**src/verilog/rx_loops_defines.svh**
```systemverilog
// Offsets, field positions, reset values and timing counts of the receiver loops.
`ifndef RX_LOOPS_DEFINES_SVH
`define RX_LOOPS_DEFINES_SVH
// ----------------------------------------------------------------------------
// Register byte offsets
// ----------------------------------------------------------------------------
`define OFS_SIG_THR     8'h00
`define OFS_FGAIN       8'h04
`define OFS_FPERIOD     8'h08
`define OFS_FMODE       8'h0C
`define OFS_GHIGH       8'h10
`define OFS_GLOW        8'h14
`define OFS_GCTL        8'h18
`define OFS_TPOST       8'h1C
`define OFS_TGAIN_A     8'h20
`define OFS_TGAIN_B     8'h24
`define OFS_MODSEL      8'h28
`define OFS_STATUS      8'h2C
// ----------------------------------------------------------------------------
// Field positions
// ----------------------------------------------------------------------------
`define FG_FAST         7:4
`define FG_SLOW         3:0
`define FM_EN           0
`define FM_IF           1
`define GL_SEL          7:0
`define GL_LOW0         11:8
`define GL_LOW1         15:12
`define GC_MEAS         3:0
`define GC_HOLD         11:4
`define GC_EN           12
`define GC_FRZ          13
`define TP_ORDER        0
`define TP_LONG         1
// ----------------------------------------------------------------------------
// Reset values
// ----------------------------------------------------------------------------
`define RST_SIG_THR     8'h40
`define RST_FGAIN       8'h25
`define RST_FPERIOD     8'h10
`define RST_FMODE       2'h0
`define RST_GHIGH       4'h5
`define RST_GLOW        16'h4510
`define RST_GCTL        14'h00C2
`define RST_TPOST       2'h0
`define RST_TGAIN_A     3'h1
`define RST_TGAIN_B     3'h2
// ----------------------------------------------------------------------------
// Timing and gain-step figures
// ----------------------------------------------------------------------------
`define AGC_UNIT_CYC    12
`define ATT_MAX_STEPS   4'h8
`endif

```
**src/verilog/rx_loops_pkg.sv**
```systemverilog
// Types shared by the receiver control loop modules.
package rx_loops_pkg;
   // ----------------------------------------------------------------------------
   // Enumerations
   // ----------------------------------------------------------------------------
   typedef enum logic [1:0] {AGC_OFF, AGC_EVAL, AGC_MEAS, AGC_HOLD} agc_state_t;
   typedef enum logic [2:0] {MOD_2FSK, MOD_4FSK, MOD_2GFSK, MOD_4GFSK, MOD_AMP} mod_t;
   // ----------------------------------------------------------------------------
   // State records
   // ----------------------------------------------------------------------------
   typedef struct packed {
      logic [7:0]         sig_thr;
      logic [7:0]         fgain;
      logic [7:0]         fperiod;
      logic [1:0]         fmode;
      logic [3:0]         ghigh;
      logic [15:0]        glow;
      logic [13:0]        gctl;
      logic [1:0]         tpost;
      logic [2:0]         tkp_a;
      logic [2:0]         tkp_b;
      mod_t               modsel;
      logic               dph;
      logic               dwr;
      logic               rwait;
      logic [7:0]         daddr;
      logic [31:0]        rdata;
      logic               sync_seen;
      logic               afc_on;
      logic               afc_fast;
      logic [7:0]         afc_cnt;
      logic signed [11:0] fmax;
      logic signed [11:0] fmin;
      logic signed [11:0] est;
      logic signed [11:0] slc;
      logic signed [11:0] ifc;
      logic               tim_on;
      agc_state_t         agc;
      logic [3:0]         step;
      logic [18:0]        cnt;
      logic [5:0]         atten;
   } loops_state_t;
   typedef struct packed {
      logic [2:0][11:0]   hist;
      logic [10:0]        ph;
      logic signed [7:0]  frq;
      logic               prev_sgn;
      logic               strobe;
      logic               data;
   } timing_state_t;
endpackage

```
**src/verilog/symbol_timing_loop.sv**
```systemverilog
// Symbol timing recovery loop with first- or second-order tracking.
`timescale 1ns/1ps
module symbol_timing_loop
   import rx_loops_pkg::*;
(
   input  wire logic               sys_clk,
   input  wire logic               sys_rst,
   input  wire logic               run,
   input  wire logic               order_sel,
   input  wire logic               post_long,
   input  wire logic [2:0]         proportional_gain,
   input  wire logic               sample_valid,
   input  wire logic signed [11:0] freq_sample,
   output logic                    symbol_strobe,
   output logic                    symbol_data
);
   timing_state_t s_r;
   timing_state_t s_nxt;
   logic signed [13:0] filt;
   logic signed [10:0] err;
   logic [11:0]        sum;
   logic [10:0]        ph_adv;
   logic               sgn;
   logic signed [11:0] frq_new;

   // ----------------------------------------------------------------------------
   // Loop update per sample
   // ----------------------------------------------------------------------------
   // Phase is 3 integer bits of samples plus 8 fraction bits, so one symbol of
   // eight samples wraps the 11-bit phase exactly. Wrap is the expected edge.
   always_comb begin
      s_nxt   = s_r;
      filt    = '0;
      err     = $signed(s_r.ph);
      sum     = '0;
      ph_adv  = '0;
      sgn     = 1'b0;
      frq_new = '0;
      s_nxt.strobe = 1'b0;
      if (!run) begin
         s_nxt.ph  = '0;
         s_nxt.frq = '0;
      end else if (sample_valid) begin
         s_nxt.hist = {s_r.hist[1:0], freq_sample};
         // Longer averaging rejects more noise but slows the edge response.
         if (post_long) begin
            filt = (14'(freq_sample) + 14'($signed(s_r.hist[0])) +
                    14'($signed(s_r.hist[1])) + 14'($signed(s_r.hist[2]))) >>> 2;
         end else begin
            filt = (14'(freq_sample) + 14'($signed(s_r.hist[0]))) >>> 1;
         end
         sgn    = filt[13];
         sum    = {1'b0, s_r.ph} + 12'h100 + 12'(s_r.frq);
         ph_adv = sum[10:0];
         if (sgn != s_r.prev_sgn) begin
            ph_adv = sum[10:0] - 11'(err >>> proportional_gain);
            if (order_sel) begin
               frq_new = 12'(s_r.frq) + 12'(err >>> ({1'b0, proportional_gain} + 4'h4));
               if (frq_new > 12'sd64) begin
                  frq_new = 12'sd64;
               end else if (frq_new < -12'sd64) begin
                  frq_new = -12'sd64;
               end
               s_nxt.frq = frq_new[7:0];
            end
         end
         s_nxt.ph       = ph_adv;
         s_nxt.prev_sgn = sgn;
         // Mid-symbol is where the phase crosses half a symbol.
         if (!s_r.ph[10] && ph_adv[10]) begin
            s_nxt.strobe = 1'b1;
            s_nxt.data   = !sgn;
         end
      end
   end

   // State register.
   always_ff @(posedge sys_clk or posedge sys_rst) begin
      if (sys_rst) begin
         s_r <= '0;
      end else begin
         s_r <= s_nxt;
      end
   end

   assign symbol_strobe = s_r.strobe;
   assign symbol_data   = s_r.data;
endmodule

```
**src/verilog/rx_loops.sv**
```systemverilog
// Receiver frequency, gain and symbol timing control loops with AHB-Lite registers.
// Functional notes
// - Frequency loop only for FSK modulations.
// - Mode 0 slicer offset, 1 IF retune.
// - Frequency error estimate readable, fixed LSB.
// - Start fast on power; slow after period.
// - Fast and slow log2 gains, 0 to 15.
// - Fast period counted in samples, 0-255.
// - Zero period: fast until sync word.
// - Frequency loop disabled leaves signal uncorrected.
// - Attenuation in 6 dB steps, 48 dB max.
// - Peak above high raises, below low lowers.
// - High threshold field 0 to 15.
// - Per-step bit picks one of two lows.
// - Lower only after full measurement interval.
// - Hold interval after each attenuation change.
// - Above high threshold: hold interval only.
// - Below low: measure plus hold, repeat.
// - Freeze attenuation after sync when enabled.
// - Gain loop runs only when enabled.
// - Order bit selects first or second order.
// - Post-filter lengthened when bit set.
// - Timing recovery starts above power threshold.
// - First order shifts delay; gain 0-7.
`timescale 1ns/1ps
`include "rx_loops_defines.svh"
module rx_loops
   import rx_loops_pkg::*;
(
   input  wire logic               sys_clk,
   input  wire logic               sys_rst,
   input  wire logic               hsel,
   input  wire logic [31:0]        haddr,
   input  wire logic [1:0]         htrans,
   input  wire logic               hwrite,
   input  wire logic [2:0]         hsize,
   input  wire logic [31:0]        hwdata,
   input  wire logic               hready,
   output logic                    hreadyout,
   output logic                    hresp,
   output logic [31:0]             hrdata,
   input  wire logic [7:0]         rssi_level,
   input  wire logic               sample_valid,
   input  wire logic signed [11:0] freq_sample,
   input  wire logic [3:0]         peak_amp,
   input  wire logic               sync_detected,
   input  wire logic               rx_restart,
   output logic signed [11:0]      slicer_offset,
   output logic signed [11:0]      if_correction,
   output logic [5:0]              atten_db,
   output logic                    symbol_strobe,
   output logic                    symbol_data
);
   // ----------------------------------------------------------------------------
   // Reset image
   // ----------------------------------------------------------------------------
   localparam loops_state_t S_RST = '{
      sig_thr: `RST_SIG_THR,
      fgain:   `RST_FGAIN,
      fperiod: `RST_FPERIOD,
      fmode:   `RST_FMODE,
      ghigh:   `RST_GHIGH,
      glow:    `RST_GLOW,
      gctl:    `RST_GCTL,
      tpost:   `RST_TPOST,
      tkp_a:   `RST_TGAIN_A,
      tkp_b:   `RST_TGAIN_B,
      modsel:  MOD_2FSK,
      agc:     AGC_OFF,
      default: '0
   };

   loops_state_t       s_r;
   loops_state_t       s_nxt;
   logic               afc_ok;
   logic               pwr_above;
   logic [3:0]         afc_gain;
   logic signed [12:0] mid;
   logic signed [12:0] diff;
   logic [3:0]         low_thr;
   logic [8:0]         afc_cnt_inc;

   // ----------------------------------------------------------------------------
   // Helper functions
   // ----------------------------------------------------------------------------
   // Measurement interval in cycles minus one: 12 * 2^field.
   function automatic logic [18:0] meas_load(input logic [3:0] mt);
      logic [18:0] cyc;
      cyc = 19'(`AGC_UNIT_CYC) << mt;
      return cyc - 19'h1;
   endfunction

   // Hold interval in cycles minus one: 12 * field, never below one cycle.
   function automatic logic [18:0] hold_load(input logic [7:0] ht);
      logic [18:0] cyc;
      cyc = 19'(ht) * 19'(`AGC_UNIT_CYC);
      return (cyc == 19'h0) ? 19'h0 : cyc - 19'h1;
   endfunction

   // Low threshold that applies while stepping down from attenuation step st.
   function automatic logic [3:0] low_of(input logic [15:0] gl, input logic [3:0] st);
      logic [2:0] idx;
      idx = 3'(st - 4'h1);
      return gl[idx] ? gl[`GL_LOW1] : gl[`GL_LOW0];
   endfunction

   // Attenuation in dB for a step count.
   function automatic logic [5:0] db_of(input logic [3:0] st);
      return ({2'h0, st} << 2) + ({2'h0, st} << 1);
   endfunction

   // True for the frequency modulation schemes.
   function automatic logic is_fsk(input mod_t m);
      return (m == MOD_2FSK) || (m == MOD_4FSK) || (m == MOD_2GFSK) || (m == MOD_4GFSK);
   endfunction

   // Register read decode; unmapped addresses read as zero.
   function automatic logic [31:0] rd_mux(input loops_state_t m, input logic [7:0] a);
      logic [31:0] d;
      d = '0;
      if (a == `OFS_SIG_THR) begin
         d = {24'h0, m.sig_thr};
      end else if (a == `OFS_FGAIN) begin
         d = {24'h0, m.fgain};
      end else if (a == `OFS_FPERIOD) begin
         d = {24'h0, m.fperiod};
      end else if (a == `OFS_FMODE) begin
         d = {30'h0, m.fmode};
      end else if (a == `OFS_GHIGH) begin
         d = {28'h0, m.ghigh};
      end else if (a == `OFS_GLOW) begin
         d = {16'h0, m.glow};
      end else if (a == `OFS_GCTL) begin
         d = {18'h0, m.gctl};
      end else if (a == `OFS_TPOST) begin
         d = {30'h0, m.tpost};
      end else if (a == `OFS_TGAIN_A) begin
         d = {29'h0, m.tkp_a};
      end else if (a == `OFS_TGAIN_B) begin
         d = {29'h0, m.tkp_b};
      end else if (a == `OFS_MODSEL) begin
         d = {29'h0, m.modsel};
      end else if (a == `OFS_STATUS) begin
         // Estimate in LSBs of fdig / (3 * 2^13).
         d = {12'h0, m.sync_seen, m.tim_on, m.afc_on, m.afc_fast,
              m.step, m.est};
      end
      return d;
   endfunction

   // ----------------------------------------------------------------------------
   // Next-state logic
   // ----------------------------------------------------------------------------
   always_comb begin
      s_nxt       = s_r;
      afc_ok      = s_r.fmode[`FM_EN] && is_fsk(s_r.modsel);
      pwr_above   = rssi_level > s_r.sig_thr;
      afc_gain    = s_r.afc_fast ? s_r.fgain[`FG_FAST] : s_r.fgain[`FG_SLOW];
      mid         = (13'(s_r.fmax) + 13'(s_r.fmin)) >>> 1;
      diff        = mid - 13'(s_r.est);
      low_thr     = low_of(s_r.glow, s_r.step);
      afc_cnt_inc = {1'b0, s_r.afc_cnt} + 9'h001;

      // Bus: address phase taken while hready; reads add one wait state so
      // that a write in the preceding data phase is already visible.
      if (s_r.dph && s_r.rwait) begin
         s_nxt.rwait = 1'b0;
         s_nxt.rdata = rd_mux(s_r, s_r.daddr);
      end else if (hready) begin
         s_nxt.dph   = hsel && htrans[1];
         s_nxt.dwr   = hwrite;
         s_nxt.rwait = hsel && htrans[1] && !hwrite;
         s_nxt.daddr = haddr[7:0];
      end

      // Register writes in the data phase; unmapped writes are dropped.
      if (s_r.dph && s_r.dwr) begin
         if (s_r.daddr == `OFS_SIG_THR) begin
            s_nxt.sig_thr = hwdata[7:0];
         end else if (s_r.daddr == `OFS_FGAIN) begin
            s_nxt.fgain = hwdata[7:0];
         end else if (s_r.daddr == `OFS_FPERIOD) begin
            s_nxt.fperiod = hwdata[7:0];
         end else if (s_r.daddr == `OFS_FMODE) begin
            s_nxt.fmode = hwdata[1:0];
         end else if (s_r.daddr == `OFS_GHIGH) begin
            s_nxt.ghigh = hwdata[3:0];
         end else if (s_r.daddr == `OFS_GLOW) begin
            s_nxt.glow = hwdata[15:0];
         end else if (s_r.daddr == `OFS_GCTL) begin
            s_nxt.gctl = hwdata[13:0];
         end else if (s_r.daddr == `OFS_TPOST) begin
            s_nxt.tpost = hwdata[1:0];
         end else if (s_r.daddr == `OFS_TGAIN_A) begin
            s_nxt.tkp_a = hwdata[2:0];
         end else if (s_r.daddr == `OFS_TGAIN_B) begin
            s_nxt.tkp_b = hwdata[2:0];
         end else if (s_r.daddr == `OFS_MODSEL) begin
            s_nxt.modsel = mod_t'(hwdata[2:0]);
         end
      end

      // Sync flag: a detection in the restart cycle is kept.
      s_nxt.sync_seen = sync_detected || (s_r.sync_seen && !rx_restart);

      // Timing recovery holds off until the signal is strong enough.
      s_nxt.tim_on = pwr_above || (s_r.tim_on && !rx_restart);

      // Frequency loop.
      if (!afc_ok || rx_restart) begin
         s_nxt.afc_on   = 1'b0;
         s_nxt.afc_fast = 1'b0;
         s_nxt.afc_cnt  = '0;
         s_nxt.est      = '0;
      end else if (!s_r.afc_on) begin
         if (pwr_above) begin
            s_nxt.afc_on   = 1'b1;
            s_nxt.afc_fast = 1'b1;
            s_nxt.afc_cnt  = '0;
            s_nxt.fmax     = 12'sh800;
            s_nxt.fmin     = 12'sh7FF;
         end
      end else if (sample_valid) begin
         // Peak trackers leak toward each other so a stale extreme fades.
         if (freq_sample > s_r.fmax) begin
            s_nxt.fmax = freq_sample;
         end else if (s_r.fmax > s_r.fmin) begin
            s_nxt.fmax = s_r.fmax - 12'sd1;
         end
         if (freq_sample < s_r.fmin) begin
            s_nxt.fmin = freq_sample;
         end else if (s_r.fmin < s_r.fmax) begin
            s_nxt.fmin = s_r.fmin + 12'sd1;
         end
         s_nxt.est = s_r.est + 12'(diff >>> afc_gain);
         if (s_r.fperiod == 8'h00) begin
            s_nxt.afc_fast = !s_r.sync_seen;
         end else begin
            if (s_r.afc_cnt != 8'hFF) begin
               s_nxt.afc_cnt = afc_cnt_inc[7:0];
            end
            s_nxt.afc_fast = afc_cnt_inc < {1'b0, s_r.fperiod};
         end
      end

      // Correction routed to one path only; zero when the loop is off.
      s_nxt.slc = (afc_ok && !s_r.fmode[`FM_IF]) ? s_r.est : 12'sd0;
      s_nxt.ifc = (afc_ok && s_r.fmode[`FM_IF]) ? s_r.est : 12'sd0;

      // Gain loop. Hold keeps the chain from chasing its own settling.
      if (!s_r.gctl[`GC_EN]) begin
         s_nxt.agc  = AGC_OFF;
         s_nxt.step = '0;
         s_nxt.cnt  = '0;
      end else if (s_r.gctl[`GC_FRZ] && s_r.sync_seen) begin
         s_nxt.agc = s_r.agc;
      end else begin
         case (s_r.agc)
            AGC_OFF: begin
               s_nxt.agc = AGC_EVAL;
            end
            AGC_EVAL: begin
               if (peak_amp > s_r.ghigh) begin
                  if (s_r.step < `ATT_MAX_STEPS) begin
                     s_nxt.step = s_r.step + 4'h1;
                     s_nxt.cnt  = hold_load(s_r.gctl[`GC_HOLD]);
                     s_nxt.agc  = AGC_HOLD;
                  end
               end else if (peak_amp < low_thr && s_r.step != 4'h0) begin
                  s_nxt.cnt = meas_load(s_r.gctl[`GC_MEAS]);
                  s_nxt.agc = AGC_MEAS;
               end
            end
            AGC_MEAS: begin
               if (peak_amp >= low_thr) begin
                  s_nxt.agc = AGC_EVAL;
               end else if (s_r.cnt == 19'h0) begin
                  s_nxt.step = s_r.step - 4'h1;
                  s_nxt.cnt  = hold_load(s_r.gctl[`GC_HOLD]);
                  s_nxt.agc  = AGC_HOLD;
               end else begin
                  s_nxt.cnt = s_r.cnt - 19'h1;
               end
            end
            AGC_HOLD: begin
               if (s_r.cnt == 19'h0) begin
                  s_nxt.agc = AGC_EVAL;
               end else begin
                  s_nxt.cnt = s_r.cnt - 19'h1;
               end
            end
            default: begin
               s_nxt.agc = AGC_OFF;
            end
         endcase
      end
      s_nxt.atten = db_of(s_nxt.step);
   end

   // State register.
   always_ff @(posedge sys_clk or posedge sys_rst) begin
      if (sys_rst) begin
         s_r <= S_RST;
      end else begin
         s_r <= s_nxt;
      end
   end

   // ----------------------------------------------------------------------------
   // Outputs
   // ----------------------------------------------------------------------------
   assign hreadyout     = !(s_r.dph && s_r.rwait);
   assign hresp         = 1'b0;
   assign hrdata        = s_r.rdata;
   assign slicer_offset = s_r.slc;
   assign if_correction = s_r.ifc;
   assign atten_db      = s_r.atten;

   // Symbol timing; gain set switches at sync detection.
   symbol_timing_loop u_timing (
      .sys_clk           (sys_clk),
      .sys_rst           (sys_rst),
      .run               (s_r.tim_on),
      .order_sel         (s_r.tpost[`TP_ORDER]),
      .post_long         (s_r.tpost[`TP_LONG]),
      .proportional_gain (s_r.sync_seen ? s_r.tkp_b : s_r.tkp_a),
      .sample_valid      (sample_valid),
      .freq_sample       (freq_sample),
      .symbol_strobe     (symbol_strobe),
      .symbol_data       (symbol_data)
   );
endmodule

```
**config.mk**
```make
export PLATFORM = sky130hd
export DESIGN_NAME = rx_loops
export DESIGN_NICKNAME = d
export VERILOG_FILES = /design/src/verilog/rx_loops_pkg.sv /design/src/verilog/symbol_timing_loop.sv /design/src/verilog/rx_loops.sv
export VERILOG_INCLUDE_DIRS = /design/src /design/src/verilog
export SDC_FILE = /design/constraint.sdc
export NUM_CORES = 1
export LEC_CHECK = 0
export BUFFER_PORTS_ARGS = -buffer_cell sky130_fd_sc_hd__buf_4
export CAP_MARGIN = 20
export CORE_AREA = 2 2 186 188
export CTS_CLUSTER_DIAMETER = 150
export DETAILED_ROUTE_END_ITERATION = 6
export DIE_AREA = 0 0 188 190
export PLACE_DENSITY = 0.85
export SKIP_CTS_REPAIR_TIMING = 1
export SYNTH_ARGS = -nofsm -noshare
export SYNTH_HDL_FRONTEND = slang
export SYNTH_SLANG_ARGS = --single-unit
```
**constraint.sdc**
```tcl
create_clock -name sys_clk -period 8.45 [get_ports sys_clk]
set_input_delay 0.4225 -clock sys_clk [delete_from_list [all_inputs] [get_ports sys_clk]]
set_output_delay 0.4225 -clock sys_clk [all_outputs]
set_load 0.1 [all_outputs]
```
# After elaboration in Yosys (flattened, before gate mapping)
# Cells that the tools add are included.
dict set report word_totals {
  out_inout_bits 66
  register_bits 275
  elab_cells 252
  inputBits 101
}
dict set report classes {
  n_reduce_logical 60
  shifts 4
  n_mux 68
  n_addsub 20
  n_lt_le_gt_ge 13
  mul 1
  bitwise_logic 12
  n_eq_ne 36
}
# op count
set ops {}
lappend ops {{32-bit 2-to-1 mux} 11}
lappend ops {{19-bit 2-to-1 mux} 6}
lappend ops {{12-bit 2-to-1 mux} 8}
lappend ops {{19-bit case mux with 3 select lines} 1}
lappend ops {{25-bit 2-to-1 mux} 2}
lappend ops {{8-bit 2-to-1 mux} 6}
lappend ops {{23-bit 2-to-1 mux} 2}
lappend ops {{45-bit 2-to-1 mux} 1}
lappend ops {{14-bit 2-to-1 mux} 3}
lappend ops {{19-bit by 1-bit subtractor with 19-bit output (second input constant)} 2}
lappend ops {{34-bit 2-to-1 mux} 1}
lappend ops {{11-bit 2-to-1 mux} 3}
lappend ops {{33-bit 2-to-1 mux} 1}
lappend ops {{8-bit by 5-bit equality test with 1-bit output (second input constant)} 4}
lappend ops {{8-bit by 6-bit equality test with 1-bit output (second input constant)} 4}
lappend ops {{12-bit by 12-bit adder with 13-bit output} 2}
lappend ops {{12-bit > comparator} 2}
lappend ops {{12-bit < comparator} 2}
lappend ops {{22-bit 2-to-1 mux} 1}
lappend ops {{20-bit 2-to-1 mux} 1}
lappend ops {{19-bit logical NOT} 1}
lappend ops {{4-bit by 4-bit left shift with 19-bit output (first input constant)} 1}
lappend ops {{8-bit by 4-bit equality test with 1-bit output (second input constant)} 2}
lappend ops {{8-bit logical NOT} 2}
lappend ops {{other kinds (74)} 145}

# Longest topological paths before layout
dict set report depth {
  ltp_word 14
  depth_mapped 31
  ltp_nobuf 31
}

# Modules after synthesis
# Synthesis repeated with hierarchy kept, for this count alone.
dict set report unflattened {
  cells_unflattened 2236
  area_unflattened_um2 20390.8
}
# module n_inst area_per_inst_um2 seq_area_each_um2 cells_per_inst
set by_module_without_submodules {}
lappend by_module_without_submodules {rx_loops 1 15165.8 5099.9 1676}
lappend by_module_without_submodules {symbol_timing_loop 1 5225.0 1451.4 560}

# Least setup slack after synthesis
# OpenSTA, ideal clock, no wires.
dict set report synth_path {
  path_kind {flip-flop to flip-flop}
  startpoint {register s_r[81] (netlist name)}
  endpoint {register s_r[66] (netlist name)}
  path_slack_ns 2.853
  t_arrival_ns 5.520
  period_less_slack_ns 5.597
  required_time_ns 8.372
  stages_incl_launch_ff 29
  path_buffers 0
  setup_time_ns 0.078
  path_cell_list {dfrtp_1 inv_1 ha_1 nand3b_1 a21oi_1 o21bai_1 a21oi_1 o311ai_0 nand2_1 xnor2_1 ha_1 or3_1 or4_4 a2111oi_2 nor3_2 mux2i_1 o21ai_0 o21ai_0 ha_1 inv_1 fa_1 o21ai_0 a21o_1 a21o_1 a31oi_1 o21ai_0 xor2_1 nand2_1 a21oi_1}
}
dict set report synth_between {
  elab_chain_cells 7
}
# element line
set synth_rtl {}
lappend synth_rtl {{start: declaration} rx_loops.sv:73} ;# loops_state_t s_r;
lappend synth_rtl {{start signal: assignment} rx_loops.sv:305} ;# s_r <= s_nxt;
lappend synth_rtl {{12-bit by 12-bit adder with 13-bit output} rx_loops.sv:159} ;# mid = (13'(s_r.fmax) + 13'(s_r.fmin)) >>> 1;
lappend synth_rtl {{12-bit by 12-bit subtractor with 13-bit output} rx_loops.sv:160} ;# diff = mid - 13'(s_r.est);
lappend synth_rtl {{13-bit by 4-bit >>> shifter with 12-bit output} rx_loops.sv:235} ;# s_nxt.est = s_r.est + 12'(diff >>> afc_gain);
lappend synth_rtl {{12-bit adder} rx_loops.sv:235}
lappend synth_rtl {{45-bit 2-to-1 mux} rx_loops.sv:223} ;# end else if (sample_valid) begin
lappend synth_rtl {{12-bit 2-to-1 mux} rx_loops.sv:215} ;# end else if (!s_r.afc_on) begin
lappend synth_rtl {{12-bit 2-to-1 mux} rx_loops.sv:210} ;# if (!afc_ok || rx_restart) begin
# Every way passes these cells. The select of a mux whose other input is x is not followed.
# A chain may end at the register's enable or synchronous reset.

# Final worst setup path
dict set report layout_path {
  startpoint {register s_r[68] (netlist name)}
  endpoint {register s_r[67] (netlist name)}
}
# The elaborated chain is that of the path after synthesis.

==> impl_metrics.csv <==
group,metric,value,unit
yosys,synth-edff-count,0,
floorplanning,die_w,188,um
critical_path,cp_max_fo,8,
yosys,yosysWarnings,0,
layout,multi_input_area,0.01211,mm^2
critical_path,crit_path_frequent_cell,"a21oi_1",
layout,drive_gt1_frac,0.1480,
critical_path,cpPeakStageDelay,0.56,ns
run,max_cap_viol_count,0,
layout,nets,2576,
sta,fin_crit_sh,0.8147,
grt,grt_pass1_wl,86890,um
route,routedWlPerCell,19.50,um
critical_path,end_kind,"flop",
yosys,post-synth-top-area-fraction,0.3060,
sta,setup_tns,0,ns
layout,n_fill_cell,2706,
yosys,synth_cell_types,92,
route,wl,53680,um
placed_design,dp_cells,2693,
yosys,synth.area.top_cells,"dfrtp_1 (31%), ha_1 (11%), mux2_2 (5.7%)",
yosys,yosys.area.top_type,"dfrtp_1",
critical_path,slowest_stage,"or4_1",
cts,cts_sinks,261,
route,vias,17210,
cts,cts-root-buf,"clkbuf_16",
sta,tightest_slew,1.121,ns
sta,rsz0062_at_grt,"false",
status,status,"finished with violations",
sta,fmax,145.3,MHz
sta,layout_setup_ws,1.566,ns
critical_path,startpoint_type,"flop",
yosys,ys_ff_latch,261,
yosys,syn-cell-area,0.02003,mm^2
route,viasPerCell,6.252,
cts,cts_buffers,30,
floorplanning,coreArea,0.03395,mm^2
pwr,peakVddDrop,331.6,uV
route,ant_nets,0,
yosys,ys.flop_type,"dfrtp_1",
grt,track_usage,0.2972,
cts,htreeDepth,1,
critical_path,rrSetupSlack,1.57,ns
yosys,synthTopCellsByCount,"dfrtp_1 (245), nand2_1 (219), ha_1 (178)",
layout,final_cells,2753,
sta,slew_viol_final,0,
route,dr.pass1.iters,7,
hold_path,min_path_type,"in2async",
pwr,leakagePower,0.01015,uW
cts,cts_max_path_buffers,3,
floorplanning,die_area,0.03572,mm^2
yosys,yosysMostFrequentCell,"dfrtp_1",
sta,min_period,6.884,ns
floorplanning,pin_count,167,
layout,antenna_cells,0,
yosys,seq_area_frac_synth,0.3270,
layout,final_cell_area,0.02200,mm^2
critical_path,r2r-end,"s_r[67]$_DFFE_PP0P_",
critical_path,worstReg2RegStart,"s_r[68]$_DFFE_PP0P_",
placed_design,dpl.hpwl,39940,um
route,drt_iter0_drc,1301,
cts,cts_tree,"done",
floorplanning,num_rows,68,
grt,overflow,0,
sta,fin_worst_skew,0.01239,ns
pwr,power.density,282.1,mW/mm^2
critical_path,crit_type,"reg2reg",
sta,setup_violations,0,
yosys,async_reset_ff_frac,1.000,
cts,worstSkewPairLatency,0.59,ns
layout,area.growth.synth_to_final,9.811,%
sta,holdWs,-0.04943,ns
layout,regArea,0.006551,mm^2
critical_path,worstPathRequired,8.94,ns
status,violations,"design-rule violations, negative hold slack",
grt,first_global_vias,17150,
yosys,avgSynthCellArea,8.960,um^2
critical_path,critPathArrivalTime,7.37,ns
critical_path,worst_r2r_path_depth,29,
placed_design,port_buffers,108,
grt,grt_max_degree,113,
sta,hold_viol,23,
cts,clk_pin_slew_worst_paths,0.06,ns
sta,relSlewSlack,0.2528,
placed_design,place_area,0.02084,mm^2
placed_design,gp_congestion,0.9480,
floorplanning,start_util,0.5902,
yosys,synthCells,2236,
placed_design,dp_slack,1.782,ns
floorplanning,die_h,190,um
route,drc,1,
grt,antenna_found_initial,0,
## worst max-delay path, delay by kind of cell, from the launching register on
| kind | cells | cell delay (ns) |
|---|---|---|
| simple gates | 5 | 1.26 |
| xor+xnor | 1 | 0.10 |
| compound gates | 19 | 3.92 |
| flops | 1 | 0.46 |
| buf+inv | 1 | 0.11 |
| fa+ha+maj | 3 | 0.94 |
## worst max path at each step
stage	slack, ns	cells past startpoint	end	from
after floorplan	0.87	1	atten_db[2]$_DFF_PP0_	sys_rst
after global placement	1.84	29	s_r[66]$_DFFE_PP0P_	s_r[68]$_DFFE_PP0P_
after detailed placement	1.78	29	s_r[67]$_DFFE_PP0P_	s_r[68]$_DFFE_PP0P_
after CTS	1.70	29	s_r[67]$_DFFE_PP0P_	s_r[68]$_DFFE_PP0P_
after global routing	0.91	29	s_r[67]$_DFFE_PP0P_	s_r[68]$_DFFE_PP0P_
final	1.57	29	s_r[67]$_DFFE_PP0P_	s_r[68]$_DFFE_PP0P_
## placed cells by master (no fill, tap or decap), drive strengths merged, types with 9 or more instances in the layout
cell	count
a221oi	15
mux2i	60
a31oi	23
dfrtp	245
o31ai	9
xnor2	53
buf	130
or3	13
nand3	48
and2	13
o21a	26
nand2	219
nor3	82
mux2	102
a211oi	10
conb	14
xor2	46
nor4	10
o21ai	178
nand2b	23
clkbuf	43
a22oi	20
o2bb2ai	9
fa	21
inv	178
a21o	31
o21bai	14
and3	13
dfstp	16
o211ai	19
ha	178
nor2	131
a21oi	136
nor2b	28
## flip-flops by register name (all words and copies together), names as in the netlist
| signal | flops |
|---|---|
| slicer_offset | 12 |
| s_r | 155 |
| if_correction | 12 |
| u_timing.symbol_strobe | 1 |
| u_timing.err | 11 |
| u_timing.s_r | 45 |
| hrdata | 20 |
| atten_db | 4 |
| u_timing.symbol_data | 1 |
## stage by stage
stage            util  total power, uW
3_5_place_dp   0.6139             4730
6_report       0.6481             6205
3_3_place_gp   0.6139             4574
4_1_cts        0.6455             6167
5_1_grt        0.6481             6648
2_1_floorplan       -             4054
## cells by family after synthesis
| kind of cell | Yosys count | synth area share |
|---|---|---|
| AND/OR/NAND/NOR | 616 | 0.1454 |
| AO/OA/AOI/OAI | 583 | 0.1900 |
| buffers and inverters | 312 | 0.07132 |
| flip-flops | 261 | 0.3270 |
| adder cells (fa/ha/maj) | 199 | 0.1322 |
| multiplexers | 165 | 0.09068 |
| XOR/XNOR | 99 | 0.04328 |
| other | 1 | 0.0001872 |
## routing by layer
| layer | track usage | share of wire |
|---|---|---|
| met5 | 0 | 0 |
| met4 | 0.1015 | 0.032 |
| met3 | 0.04224 | 0.071 |
| met2 | 0.5260 | 0.49 |
| met1 | 0.3726 | 0.41 |
## layout make-up
type                       instances  area share
tap                              455     0.02588
inverter                         176     0.03037
clock inverter                    12    0.008076
timing repair buffer             131     0.04652
multi-input combinational       1676      0.5506
sequential                       261      0.2978
clock buffer                      42     0.04078
## report_power, final
part,switching (uW),internal (uW),total [uW]
clock network,557,859,1420
logic,1870,1310,3170
registers,202,1410,1620
No activity file was read; power rests on OpenSTA's default activity.
